--- src/hdl/erfhp_pkg.sv ---
// Contract
// - mac words stored, write pointer advances
// - one status word per frame, separate fifo
// - fill register shows data and status counts
// - status and data read independently
// - read of empty fifo raises error flag
// - packet start shifted by 0-31 bytes
// - pad packet to whole burst multiple
// - offset and padding applied per packet
// - skip bit jumps read pointer past packet
// - skip self-clears, status fifo untouched
// - flush resets all receive fifo pointers
// - flush bit self-clears when done
// - 32-bit words read as atomic units
// - status holds length, filter, broadcast fields
// - status bit 15 ors bits 11,7,6,1
// - receiver halted event pulses after halt
// - status fifo overrun raises error flag
// - status bit 7 marks frames over 1518
package erfhp_pkg;
  // ----------------------------------------
  // register byte offsets
  // ----------------------------------------
  localparam logic [7:0] ADDR_RX_DATA = 8'h00; // data fifo read port
  localparam logic [7:0] ADDR_RX_STAT = 8'h04; // status fifo read port
  localparam logic [7:0] ADDR_FILL = 8'h08; // rx_fifo_fill_info
  localparam logic [7:0] ADDR_RX_CFG = 8'h0C; // receive configuration
  localparam logic [7:0] ADDR_DP_CTRL = 8'h10; // rx_datapath_control
  localparam logic [7:0] ADDR_MAC_CTRL = 8'h14; // receiver enable / halted
  localparam logic [7:0] ADDR_ERR = 8'h18; // receive_error_flag
  // ----------------------------------------
  // field positions
  // ----------------------------------------
  localparam int CFG_OFS_LSB = 0; // 5-bit start offset
  localparam int CFG_PAD_BIT = 7; // end padding enable
  localparam int CFG_BURST_LSB = 8; // 5-bit burst length in words
  localparam int CFG_FLUSH_BIT = 15; // flush both fifos
  localparam int DPC_SKIP_BIT = 31; // rx_skip_packet
  localparam int MAC_EN_BIT = 0; // receiver_enable_bit
  localparam int MAC_HALT_BIT = 1; // receiver halted, read only
  localparam int ERR_FLAG_BIT = 0; // sticky, write one to clear
  localparam int FILL_STAT_LSB = 16; // status count field
  // ----------------------------------------
  // status word layout
  // ----------------------------------------
  localparam int ST_FILT_BIT = 30;
  localparam int ST_LEN_LSB = 16;
  localparam int ST_ERRSUM_BIT = 15; // error_summary
  localparam int ST_RUNT_BIT = 11;
  localparam int ST_LONG_BIT = 7;
  localparam int ST_LATE_BIT = 6;
  localparam int ST_CRC_BIT = 1;
  localparam logic [13:0] ST_KEEP_MASK = 14'h3C7E; // drops 9,8,7,0
  localparam logic [13:0] MAX_FRAME_LEN = 14'h05EE; // 1518 bytes
  localparam logic [2:0] WORD_BYTES = 3'h4;
  // ----------------------------------------
  // write side states
  // ----------------------------------------
  typedef enum logic [4:0] {
    ST_IDLE = 5'h01,
    ST_LEAD = 5'h02,
    ST_DATA = 5'h04,
    ST_TAIL = 5'h08,
    ST_PAD = 5'h10
  } erfhp_state_type;
endpackage

--- src/hdl/erfhp_rx_fifo.sv ---
`timescale 1ns/1ps
`default_nettype none
module erfhp_rx_fifo #(
  parameter int DDEPTH = 16, // data fifo words
  parameter int SDEPTH = 4 // status fifo words
) (
  // clock and reset
  input wire logic i_clk,
  input wire logic i_arst_n,
  // apb slave
  input wire logic i_psel,
  input wire logic i_penable,
  input wire logic i_pwrite,
  input wire logic [7:0] i_paddr,
  input wire logic [31:0] i_pwdata,
  output logic o_pready,
  output logic [31:0] o_prdata,
  output logic o_pslverr,
  // mac_interface_layer side
  input wire logic i_mac_valid,
  input wire logic [31:0] i_mac_data,
  input wire logic i_mac_last,
  input wire logic [1:0] i_mac_nbytes,
  input wire logic [13:0] i_mac_len,
  input wire logic i_mac_filter_fail,
  input wire logic [13:0] i_mac_flags,
  output logic o_mac_ready,
  // events
  output logic o_receive_error_flag,
  output logic o_receiver_halted_event
);
  // ----------------------------------------
  // sizes
  // ----------------------------------------
  localparam int DAW = $clog2(DDEPTH);
  localparam int SAW = $clog2(SDEPTH);
  localparam logic [DAW:0] D_FULL = (DAW+1)'(DDEPTH);
  localparam logic [SAW:0] S_FULL = (SAW+1)'(SDEPTH);

  // ----------------------------------------
  // state of the block
  // ----------------------------------------
  typedef struct packed {
    erfhp_pkg::erfhp_state_type st; // write side state
    logic [1:0] sh; // byte shift of current packet
    logic [2:0] lead; // leading filler words left
    logic [31:0] carry; // bytes pushed out by the shift
    logic [4:0] bc; // words in packet modulo burst
    logic [31:0] stat; // status of packet in flight
    logic [DDEPTH-1:0][31:0] mem; // data storage
    logic [DAW:0] wr; // data write pointer
    logic [DAW:0] rd; // data read pointer
    logic [SDEPTH-1:0][31:0] smem; // status storage
    logic [SAW:0] swr;
    logic [SAW:0] srd;
    logic [SDEPTH-1:0][DAW:0] bnd; // packet end pointers
    logic [SAW:0] bwr;
    logic [SAW:0] brd;
    logic [4:0] ofs; // start offset in bytes
    logic pad_en;
    logic [4:0] burst; // burst length in words
    logic flush;
    logic skip;
    logic rx_en;
    logic halted;
    logic halt_ev;
    logic err;
    logic pready;
    logic [31:0] prdata;
    logic pslverr;
    logic ready;
  } erfhp_regs_type;

  erfhp_regs_type r_q; // registered state
  erfhp_regs_type r_d; // next state

  // ----------------------------------------
  // combinational helpers
  // ----------------------------------------
  logic acc; // access phase, answer not given yet
  logic done; // access phase completing now
  logic [DAW:0] used; // data words queued
  logic [SAW:0] scnt; // status words queued
  logic [SAW:0] bcnt; // complete packets queued
  logic space; // room for one data word
  logic push; // store a data word
  logic [31:0] pdata; // word to store
  logic [63:0] w64; // shifted input with carry
  logic [2:0] nb; // valid bytes in last word
  logic [31:0] stw; // status word under build
  logic [DAW:0] used_n; // fill after this cycle

  // ----------------------------------------
  // next state
  // ----------------------------------------
  always_comb begin
    r_d = r_q;
    w64 = 64'h0;
    nb = 3'h0;
    stw = 32'h0;
    push = 1'b0;
    pdata = 32'h0;
    used_n = '0;
    used = r_q.wr - r_q.rd;
    scnt = r_q.swr - r_q.srd;
    bcnt = r_q.bwr - r_q.brd;
    space = (used < D_FULL);
    acc = i_psel & i_penable & ~r_q.pready;
    done = i_psel & i_penable & r_q.pready;
    r_d.pready = 1'b0;
    r_d.pslverr = 1'b0;
    r_d.halt_ev = 1'b0;

    // writes land on the edge that sees pready high
    if (done && i_pwrite) begin
      case (i_paddr)
        erfhp_pkg::ADDR_RX_CFG: begin
          r_d.ofs = i_pwdata[erfhp_pkg::CFG_OFS_LSB +: 5];
          r_d.pad_en = i_pwdata[erfhp_pkg::CFG_PAD_BIT];
          r_d.burst = i_pwdata[erfhp_pkg::CFG_BURST_LSB +: 5];
          if (i_pwdata[erfhp_pkg::CFG_FLUSH_BIT]) begin
            r_d.flush = 1'b1;
          end
        end
        erfhp_pkg::ADDR_DP_CTRL: begin
          // only a one starts a skip; hardware ends it
          if (i_pwdata[erfhp_pkg::DPC_SKIP_BIT]) begin
            r_d.skip = 1'b1;
          end
        end
        erfhp_pkg::ADDR_MAC_CTRL: begin
          r_d.rx_en = i_pwdata[erfhp_pkg::MAC_EN_BIT];
        end
        erfhp_pkg::ADDR_ERR: begin
          // clear first, so a set later in this process wins
          if (i_pwdata[erfhp_pkg::ERR_FLAG_BIT]) begin
            r_d.err = 1'b0;
          end
        end
        default: begin
          // unmapped writes are dropped
        end
      endcase
    end
    // answer prepared one cycle into the access phase
    if (acc) begin
      r_d.pready = 1'b1;
      r_d.prdata = 32'h0;
      case (i_paddr)
        erfhp_pkg::ADDR_RX_DATA: begin
          if (!i_pwrite) begin
            if (used == '0) begin
              r_d.err = 1'b1;
            end else begin
              // whole word per access keeps the pair atomic
              r_d.prdata = r_q.mem[r_q.rd[DAW-1:0]];
              r_d.rd = r_q.rd + 1'b1;
              // crossing a packet end retires its boundary
              if (bcnt != '0 && r_d.rd == r_q.bnd[r_q.brd[SAW-1:0]]) begin
                r_d.brd = r_q.brd + 1'b1;
              end
            end
          end
        end
        erfhp_pkg::ADDR_RX_STAT: begin
          if (!i_pwrite) begin
            // own pointers, so status may run ahead of data
            if (scnt == '0) begin
              r_d.err = 1'b1;
            end else begin
              r_d.prdata = r_q.smem[r_q.srd[SAW-1:0]];
              r_d.srd = r_q.srd + 1'b1;
            end
          end
        end
        erfhp_pkg::ADDR_FILL: begin
          r_d.prdata[15:0] = 16'(used);
          r_d.prdata[erfhp_pkg::FILL_STAT_LSB +: 8] = 8'(scnt);
        end
        erfhp_pkg::ADDR_RX_CFG: begin
          r_d.prdata[erfhp_pkg::CFG_OFS_LSB +: 5] = r_q.ofs;
          r_d.prdata[erfhp_pkg::CFG_PAD_BIT] = r_q.pad_en;
          r_d.prdata[erfhp_pkg::CFG_BURST_LSB +: 5] = r_q.burst;
          r_d.prdata[erfhp_pkg::CFG_FLUSH_BIT] = r_q.flush;
        end
        erfhp_pkg::ADDR_DP_CTRL: begin
          r_d.prdata[erfhp_pkg::DPC_SKIP_BIT] = r_q.skip;
        end
        erfhp_pkg::ADDR_MAC_CTRL: begin
          r_d.prdata[erfhp_pkg::MAC_EN_BIT] = r_q.rx_en;
          r_d.prdata[erfhp_pkg::MAC_HALT_BIT] = r_q.halted;
        end
        erfhp_pkg::ADDR_ERR: begin
          r_d.prdata[erfhp_pkg::ERR_FLAG_BIT] = r_q.err;
        end
        default: begin
          r_d.pslverr = 1'b1; // unmapped address
        end
      endcase
    end
    // halt is seen only between frames
    if (r_q.rx_en) begin
      r_d.halted = 1'b0;
    end else if (r_q.st == erfhp_pkg::ST_IDLE && !r_q.halted) begin
      r_d.halted = 1'b1;
      r_d.halt_ev = 1'b1;
    end
    // status word for the packet ending now
    stw[erfhp_pkg::ST_FILT_BIT] = i_mac_filter_fail;
    stw[erfhp_pkg::ST_LEN_LSB +: 14] = i_mac_len;
    stw[13:0] = i_mac_flags & erfhp_pkg::ST_KEEP_MASK;
    // long frames are flagged, never cut short
    stw[erfhp_pkg::ST_LONG_BIT] = (i_mac_len > erfhp_pkg::MAX_FRAME_LEN);
    stw[erfhp_pkg::ST_ERRSUM_BIT] = stw[erfhp_pkg::ST_RUNT_BIT] |
                                stw[erfhp_pkg::ST_LONG_BIT] |
                                stw[erfhp_pkg::ST_LATE_BIT] |
                                stw[erfhp_pkg::ST_CRC_BIT];
    // write side sequencer
    case (r_q.st)
      erfhp_pkg::ST_IDLE: begin
        // offset latched once, so mid-packet edits cannot tear it
        if (r_q.rx_en && i_mac_valid) begin
          r_d.sh = r_q.ofs[1:0];
          r_d.lead = r_q.ofs[4:2];
          r_d.carry = 32'h0;
          r_d.bc = 5'h00;
          r_d.st = erfhp_pkg::ST_LEAD;
        end
      end
      erfhp_pkg::ST_LEAD: begin
        // whole filler words for the offset
        if (r_q.lead == 3'h0) begin
          r_d.st = erfhp_pkg::ST_DATA;
        end else if (space) begin
          push = 1'b1;
          r_d.lead = r_q.lead - 3'h1;
        end
      end
      erfhp_pkg::ST_DATA: begin
        if (i_mac_valid && r_q.ready) begin
          w64 = ({32'h0, i_mac_data} << {r_q.sh, 3'b000}) | {32'h0, r_q.carry};
          push = 1'b1;
          pdata = w64[31:0];
          r_d.carry = w64[63:32];
          if (i_mac_last) begin
            nb = (i_mac_nbytes == 2'h0) ? erfhp_pkg::WORD_BYTES : {1'b0, i_mac_nbytes};
            r_d.stat = stw;
            // shifted bytes spill into one extra word
            if (({1'b0, r_q.sh} + nb) > erfhp_pkg::WORD_BYTES) begin
              r_d.st = erfhp_pkg::ST_TAIL;
            end else begin
              r_d.st = erfhp_pkg::ST_PAD;
            end
          end
        end
      end
      erfhp_pkg::ST_TAIL: begin
        if (space) begin
          push = 1'b1;
          pdata = r_q.carry;
          r_d.st = erfhp_pkg::ST_PAD;
        end
      end
      erfhp_pkg::ST_PAD: begin
        if (!r_q.pad_en || r_q.burst == 5'h00 || r_q.bc == 5'h00) begin
          // packet closed: status after its data
          if (scnt == S_FULL || bcnt == S_FULL) begin
            r_d.err = 1'b1;
          end else begin
            r_d.smem[r_q.swr[SAW-1:0]] = r_q.stat;
            r_d.swr = r_q.swr + 1'b1;
            r_d.bnd[r_q.bwr[SAW-1:0]] = r_q.wr;
            r_d.bwr = r_q.bwr + 1'b1;
          end
          r_d.st = erfhp_pkg::ST_IDLE;
        end else if (space) begin
          push = 1'b1;
        end
      end
      default: begin
        r_d.st = erfhp_pkg::ST_IDLE;
      end
    endcase
    // store a word and track burst alignment
    if (push) begin
      r_d.mem[r_q.wr[DAW-1:0]] = pdata;
      r_d.wr = r_q.wr + 1'b1;
      r_d.bc = (r_q.bc + 5'h01 == r_q.burst) ? 5'h00 : r_q.bc + 5'h01;
    end
    // skip waits until a whole packet is queued
    if (r_q.skip && bcnt != '0) begin
      r_d.rd = r_q.bnd[r_q.brd[SAW-1:0]];
      r_d.brd = r_q.brd + 1'b1;
      r_d.skip = 1'b0;
    end
    // flush overrides the pointer, skip and state updates made this cycle
    if (r_q.flush) begin
      r_d.wr = '0;
      r_d.rd = '0;
      r_d.swr = '0;
      r_d.srd = '0;
      r_d.bwr = '0;
      r_d.brd = '0;
      r_d.carry = 32'h0;
      r_d.skip = 1'b0;
      r_d.st = erfhp_pkg::ST_IDLE;
      r_d.flush = 1'b0;
    end
    // ready only in data phase, one word of headroom
    used_n = r_d.wr - r_d.rd;
    r_d.ready = (r_d.st == erfhp_pkg::ST_DATA) && (used_n < D_FULL - 1'b1);
  end

  // ----------------------------------------
  // state register
  // ----------------------------------------
  always_ff @(posedge i_clk or negedge i_arst_n) begin
    if (!i_arst_n) begin
      r_q <= '0;
      r_q.st <= erfhp_pkg::ST_IDLE;
      r_q.halted <= 1'b1; // no event for the reset halt
    end else begin
      r_q <= r_d;
    end
  end

  // ----------------------------------------
  // outputs, all from flops
  // ----------------------------------------
  assign o_pready = r_q.pready;
  assign o_prdata = r_q.prdata;
  assign o_pslverr = r_q.pslverr;
  assign o_mac_ready = r_q.ready;
  assign o_receive_error_flag = r_q.err;
  assign o_receiver_halted_event = r_q.halt_ev;
endmodule // erfhp_rx_fifo
`default_nettype wire

--- config.mk ---
export PLATFORM = sky130hd
export DESIGN_NAME = erfhp_rx_fifo
export DESIGN_NICKNAME = d
export VERILOG_FILES = /design/src/hdl/erfhp_pkg.sv /design/src/hdl/erfhp_rx_fifo.sv
export SDC_FILE = /design/constraint.sdc
export NUM_CORES = 2
export LEC_CHECK = 0
export CAP_MARGIN = 5
export CORE_ASPECT_RATIO = 2
export CORE_UTILIZATION = 55
export DETAILED_ROUTE_END_ITERATION = 10
export DONT_BUFFER_PORTS = 1
export MAX_ROUTING_LAYER = met4
export PLACE_DENSITY = 0.78
export RECOVER_POWER = 50
export SETUP_SLACK_MARGIN = 0.05
export SLEW_MARGIN = 20
export SYNTH_ARGS = -nofsm -noshare
export SYNTH_HDL_FRONTEND = slang
export SYNTH_SLANG_ARGS = --single-unit
--- constraint.sdc ---
create_clock -name i_clk -period 10.3 [get_ports i_clk]
set_input_delay 1.03 -clock i_clk [delete_from_list [all_inputs] [get_ports i_clk]]
set_output_delay 1.03 -clock i_clk [all_outputs]
set_load 0.01 [all_outputs]
# ---- After elaboration in Yosys (flattened, before gate mapping)
# Cells that the tools add are included.
dict set report op_classes {
  addsub 13
  magnitude_cmp 13
  eq_ne 26
  shifts 1
  mux 105
  bitwise 9
  reduce_logical 55
}
# operator n
set ops {}
lappend ops {{$bwmux W512} 1}
lappend ops {{$mux W32} 12}
lappend ops {{$bmux W32 S4} 1}
lappend ops {{$bwmux W128} 1}
lappend ops {{$demux W32 S4} 1}
lappend ops {{$pmux W32 S2} 2}
lappend ops {{$mux W5} 18}
lappend ops {{$bmux W32 S2} 1}
lappend ops {{$demux W32 S2} 1}
lappend ops {{$or A64 B32 Y64} 1}
lappend ops {{$shl A32 B5 Y64} 1}
lappend ops {{$mux W3} 20}
lappend ops {{$mux W47} 1}
lappend ops {{$mux W35} 1}
lappend ops {{$pmux W5 S5} 1}
lappend ops {{$eq A8 B5 Y1 const B} 3}
lappend ops {{$pmux W8 S3} 1}
lappend ops {{$reduce_bool A3 Y1} 8}
lappend ops {{$mux W1} 23}
lappend ops {{$reduce_bool A2 Y1} 11}
lappend ops {{$bwmux W20} 1}
lappend ops {{$pmux W6 S3} 1}
lappend ops {{$reduce_and A3 Y1} 6}
lappend ops {{$eq A8 B4 Y1 const B} 2}
lappend ops {{55 further kinds} 103}
dict set report word_totals {
  register_bits 808
  output_inout_bits 37
  wordCells 271
}

# ---- Logic depth before layout (Yosys ltp)
dict set report logic_depth {
  word_depth 11
  mapped_depth 22
  ltp_nobuf 19
}

# ---- Least setup slack after synthesis
# No wires, ideal clock.
dict set report synth_timing {
  path_type {reg2reg}
  from {register r_q[215] in the netlist's numbering}
  to {register r_q (netlist bit o_mac_ready)}
  setup_ns 0.077
  t_arrival_ns 4.788
  required_ns 10.223
  setup_slack_ns 5.434
  stages_incl_launch_ff 22
  synth_period_minus_slack_ns 4.866
  cell_sequence {dfrtp_1 > inv_2 > buf_2 > buf_1 > ha_1 > a21oi_1 > a21oi_1 > or3_1 > and2_1 > buf_2 > buf_2 > xnor2_1 > or2_2 > ha_1 > inv_1 > fa_1 > a21o_1 > a21oi_1 > nor2_1 > mux2_2 > or3_1 > a21oi_1}
}
# item line_no
set synth_lines {}
lappend synth_lines {{start, declared} erfhp_rx_fifo.sv:74} ;# erfhp_regs_type r_q;
lappend synth_lines {{start signal, assigned} erfhp_rx_fifo.sv:323} ;# r_q <= r_d;

==> results.md <==
Yosys:
- The number of synthesized flops with an enable pin is 0.
- In the synthesized netlist the async set-or-reset flop fraction comes to 100%.
- The number of warnings issued by yosys is 0.
- The mapped cell area is 35,700 sq um.
- The sequential cell area fraction in the yosys report is roughly 55%.
- Counting every net in the synthesized netlist gives around 3.2k.
- Among all flip-flop cells after synthesis, the most frequent one is sky130_fd_sc_hd__dfrtp_1.
- The synthesized area per cell is approximately 12 sq um.
- The cell count after synthesis came out at about 3.1k.
- The synthesized design contains a little under 800 register bits.
- Counting distinct cell types in the post-synthesis netlist gives 74.

Setup path:
- The cell family contributing the most delay on the critical path is flip-flops.
- In this run the critical register-to-register path is captured at o_mac_ready$_DFF_PN0_.
- The signal on the critical path passes through inv_1, fa_1, nand3_1, a21oi_1, o221ai_1, nor2b_1, xnor2_1, a211oi_1, ha_1, inv_1, fa_1, a21o_1, a21oi_1, nor3_1, mux2_2, or3_1, a21oi_1.
- The critical path endpoint is o_mac_ready$_DFF_PN0_.
- The setup path with the least slack is of type reg -> reg.
- The worst setup path is launched from a register.
- The register-to-register setup slack is about 2.8 ns.
- The start point of the critical path is r_q[213]$_DFF_PN0_.
- The cell repeated most along the worst path is sky130_fd_sc_hd__a21oi_1.
- Among all stages on the critical path, the largest delay is contributed by sky130_fd_sc_hd__dfrtp_1.
- Measured in cells, the most critical reg-to-reg path has a length of 17.
- The critical path data arrival time is around 8 ns.
- The number of buffers and inverters on the critical path is 2.
- STA classifies the critical path endpoint as a register.
- On the worst path, the slowest cell contributes a delay of ~2.7 ns.
- The data required time of the worst path is around 11 ns.
- The critical path runs through a total of 17 cells.
- Of all nets on the critical path, the largest fanout is between 60 and 70.
- The beginning of the worst register-to-register path is r_q[213]$_DFF_PN0_.

Clock tree:
- The cell chosen for the clock root is sky130_fd_sc_hd__clkbuf_16.
- The number of H-tree levels is 3.
- No sink is reached through more buffers than the 3 on the longest clock path.
- The TritonCTS clock tree is done.
- In this run, CTS created clock tree buffers numbering between 60 and 70.
- The clock sink count is 780.
- The CTS clock-pin slew for the worst setup and hold paths is approximately 0.07 ns.
- The clock latency on the worst-skew pair is approximately 0.64 ns.
- The total of hold buffers inserted after clock tree synthesis is 0.
- The count of buffers added by post-CTS timing repair for setup is 0.
- The number of resized instances in the post-cts repair step is 0.

Cells and area:
- Leaving out fill and tap cells, the most frequent cell in the layout is sky130_fd_sc_hd__dfrtp_1.
- Fill cells in the final layout number 4,802.
- The design area is roughly 38,000 sq um.
- The total area of multi-input combinational cells is 14,700 sq um.
- Summing all flip-flop and latch instances after layout gives around 20,000 sq um.
- The area growth from synthesis to layout is 6.95%.
- After the last flow step, the layout net total stands at around 3.1k.
- Leaving out fill and tap cells, the most frequent cells in the layout are 775 x sky130_fd_sc_hd__dfrtp_1, 612 x sky130_fd_sc_hd__nand2_1, 592 x sky130_fd_sc_hd__o21ai_0.
- Cells with a size suffix above 1 make up between 10% and 20% of the layout.

Outcome:
- The final reports fail on max-capacitance violations, max-slew violations.
- The flow ran to the end, but the final reports show violations.

Timing:
- Setup violations remaining at the end of the flow were counted as 0.
- The remaining max-slew budget at the tightest pin is -259%.
- The worst path in the final design needs a cycle of 7.49 ns, including I/O delays and setup.
- The final-report hold violation count is 0.
- Summed over all failing endpoints, the final setup total negative slack is 0 ns.
- The worst clock skew on the final layout is 0.0222 ns.
- The final critical-path share of the clock period is 72.7%.
- The worst-margin pin slew is roughly 5.4 ns.
- The maximum achievable frequency is around 130 MHz.
- The count of pins over their slew limit is 413.
- Setup repair after global routing left no endpoint under its margin.

Placement:
- The total of buffers placed on input and output ports is 0.
- The total placed instance area is around 36,000 sq um.
- Once detailed placement completed, the half-perimeter wirelength came to about 57 mm.
- The last weighted congestion value of the routability-driven placer is 0.916.

Die:
- The full die area is 65,900 sq um.
- The horizontal die dimension is 182 microns.
- roughly 150 I/O pins were placed.
- The number of rows created at floorplan is 131.
- The initial cell density of the core is 55.8%.
- The chip height is 362 microns.
- The floorplan core area is approximately 64,000 sq um.

Power:
- In this run, the combinational gates consume under 10% of the power.
- The net switching power figure is about 1.3 mW.
- The analysis attributes to cell leakage a power of roughly 17 nW.
- The fraction of power spent switching nets is around 22%.
- The worst vdd rail ir drop is between 0.1 and 0.15 mV.
- The clock group share of total power is ~45%.
- Power spread over the standard cell area amounts to ~150 nW/um^2.
- The internal power of the cells totals between 4 and 5 mW.
- In this run, flip-flops and latches consume 52.6% of the power.

Detailed routing:
- For this run, design rule violations remaining after detail routing come to 0.
- The DRC marker count from the first detailed-route iteration is between 2k and 2.5k.
- Dividing the detail-routed wire length by the instance count gives ~24 microns.
- The count of vias placed by the detailed router is around 24k.
- Wires add up to 92.5 mm.
- The length of the first detailed-routing pass in iterations is 9.
- In this run the remaining antenna-violating nets after routing total 0.
- The average vias per placed instance is roughly 6.4.

Min path:
- In this run the worst hold path is classified as in -> async.

Job:
- The tool flagged a number of max-cap violations equal to 9.

GRT:
- The first-pass GRT wire length is 144 mm.
- After global routing the overflow that remains totals 0.
- Global routing consumed, over all layers together, between 20% and 30% of the routing resources.
- Entering global routing, the biggest net connects 781 pins.
- The number of global-route vias before repair was between 20k and 30k.
- The number of antenna violations at the first check in global routing is 2.
[how the worst min path moves through the flow]
| stage | startpoint | end | slack (ns) | depth (start not counted) |
|---|---|---|---|---|
| final | i_arst_n | r_q[678]$_DFFE_PN0P_ | 0.08 | 0 |
| after floorplan | r_q[286]$_DFFE_PN0P_ | r_q[286]$_DFFE_PN0P_ | 0.44 | 2 |
| after detailed placement | r_q[37]$_DFFE_PN1P_ | r_q[37]$_DFFE_PN1P_ | 0.46 | 2 |
| after global placement | r_q[294]$_DFFE_PN0P_ | r_q[294]$_DFFE_PN0P_ | 0.46 | 2 |
| after CTS | i_arst_n | r_q[678]$_DFFE_PN0P_ | 0.12 | 0 |
| after global routing | i_arst_n | r_q[678]$_DFFE_PN0P_ | 0.07 | 0 |
[metrics by stage]
stage	std cells	hold WS [ns]	setup slack, ns	power, mW	utilization (%)
6_report	3794	0.0845	2.81	5.86	59.7
3_3_place_gp	3665	0.456	4.80	3.25	56.1
3_5_place_dp	3665	0.460	4.69	3.25	56.1
5_1_grt	3794	0.0735	2.47	6.02	59.7
2_1_floorplan	3072	0.445	5.43	3.23	-
4_1_cts	3786	0.124	4.65	5.83	59.7
[power by group through the flow]
stage	Combinational [mW]	Clock, mW	Sequential [mW]
6_report	0.167	2.61	3.08
5_1_grt	0.187	2.75	3.08
4_1_cts	0.110	2.64	3.08
3_5_place_dp	0.109	0	3.14
3_3_place_gp	0.108	0	3.14
2_1_floorplan	0.0932	0	3.13
[sequential cells by signal, indices dropped and copies added, names as in the netlist]
| signal | flops |
|---|---|
| o_receiver_halted_event | 1 |
| o_mac_ready | 1 |
| o_pslverr | 1 |
| o_prdata | 32 |
| r_q | 743 |
| o_pready | 1 |
| o_receive_error_flag | 1 |
[cell families after synthesis]
logic type      synth area share, %
mux                            17.9
xor+xnor                      0.922
fa+ha+maj                      1.31
flops                          54.7
simple gates                   9.43
buf+inv                        4.04
compound gates                 11.6
[Yosys cell counts, drive strengths merged, types with 3 or more instances]
library cell	n	area share, %
nand2	612	6.6
nor2b	12	0.21
nand4	10	0.23
a31oi	5	0.088
a211o	5	0.12
nor3	18	0.28
mux2	167	5.3
nand3b	6	0.13
a211oi	4	0.084
fa	4	0.22
or2	3	0.053
and3b	3	0.074
dfrtp	778	55
clkbuf	85	0.89
nor4	3	0.053
a21o	11	0.23
a22oi	21	0.44
and2	4	0.070
xnor2	22	0.54
mux2i	19	0.53
xor2	13	0.32
nor2	71	0.76
or4	3	0.063
ha	31	1.1
nor3b	4	0.12
buf	177	2.7
a221o	4	0.11
o211ai	10	0.22
or3	5	0.088
o21ai	594	8.3
a21oi	32	0.45
mux4	192	12
inv	41	0.43
nand3	25	0.51
o31ai	5	0.11
and3	4	0.070
a22o	37	0.91
[cell type report]
type                            instances  share of cell area [%]
Inverter                               41                   0.403
Multi-Input combinational cell       1989                    38.5
Antenna cell                            2                  0.0131
Tap cell                              798                    2.62
Clock inverter                         25                   0.594
Clock buffer                           96                    5.35
Timing Repair Buffer                   63                    1.37
Sequential cell                       780                    51.2
[layer usage]
metal / up-vias / GRT usage (%) / part of all wire, %
met2: 1105 / 50.0 / 51
met5: - / - / 0
met3: 290 / 5.78 / 7.7
met4: 0 / 18.0 / 6.2
met1: 12500 / 32.4 / 35
li1: 10600 / - / -
[worst reg2reg max path, cell delays in order, from the launching register on]
cell                       delay (ns)
sky130_fd_sc_hd__dfrtp_1         2.72
sky130_fd_sc_hd__inv_1           0.41
sky130_fd_sc_hd__fa_1            0.63
sky130_fd_sc_hd__nand3_1         0.13
sky130_fd_sc_hd__a21oi_1         0.13
sky130_fd_sc_hd__o221ai_1        0.43
sky130_fd_sc_hd__nor2b_1         0.62
sky130_fd_sc_hd__xnor2_1         0.13
sky130_fd_sc_hd__a211oi_1        0.36
sky130_fd_sc_hd__ha_1            0.22
sky130_fd_sc_hd__inv_1           0.07
sky130_fd_sc_hd__fa_1            0.40
sky130_fd_sc_hd__a21o_1          0.18
sky130_fd_sc_hd__a21oi_1         0.21
sky130_fd_sc_hd__nor3_1          0.07
sky130_fd_sc_hd__mux2_2          0.28
sky130_fd_sc_hd__or3_1           0.30
sky130_fd_sc_hd__a21oi_1         0.12
Power figures use the tool's default switching activity.
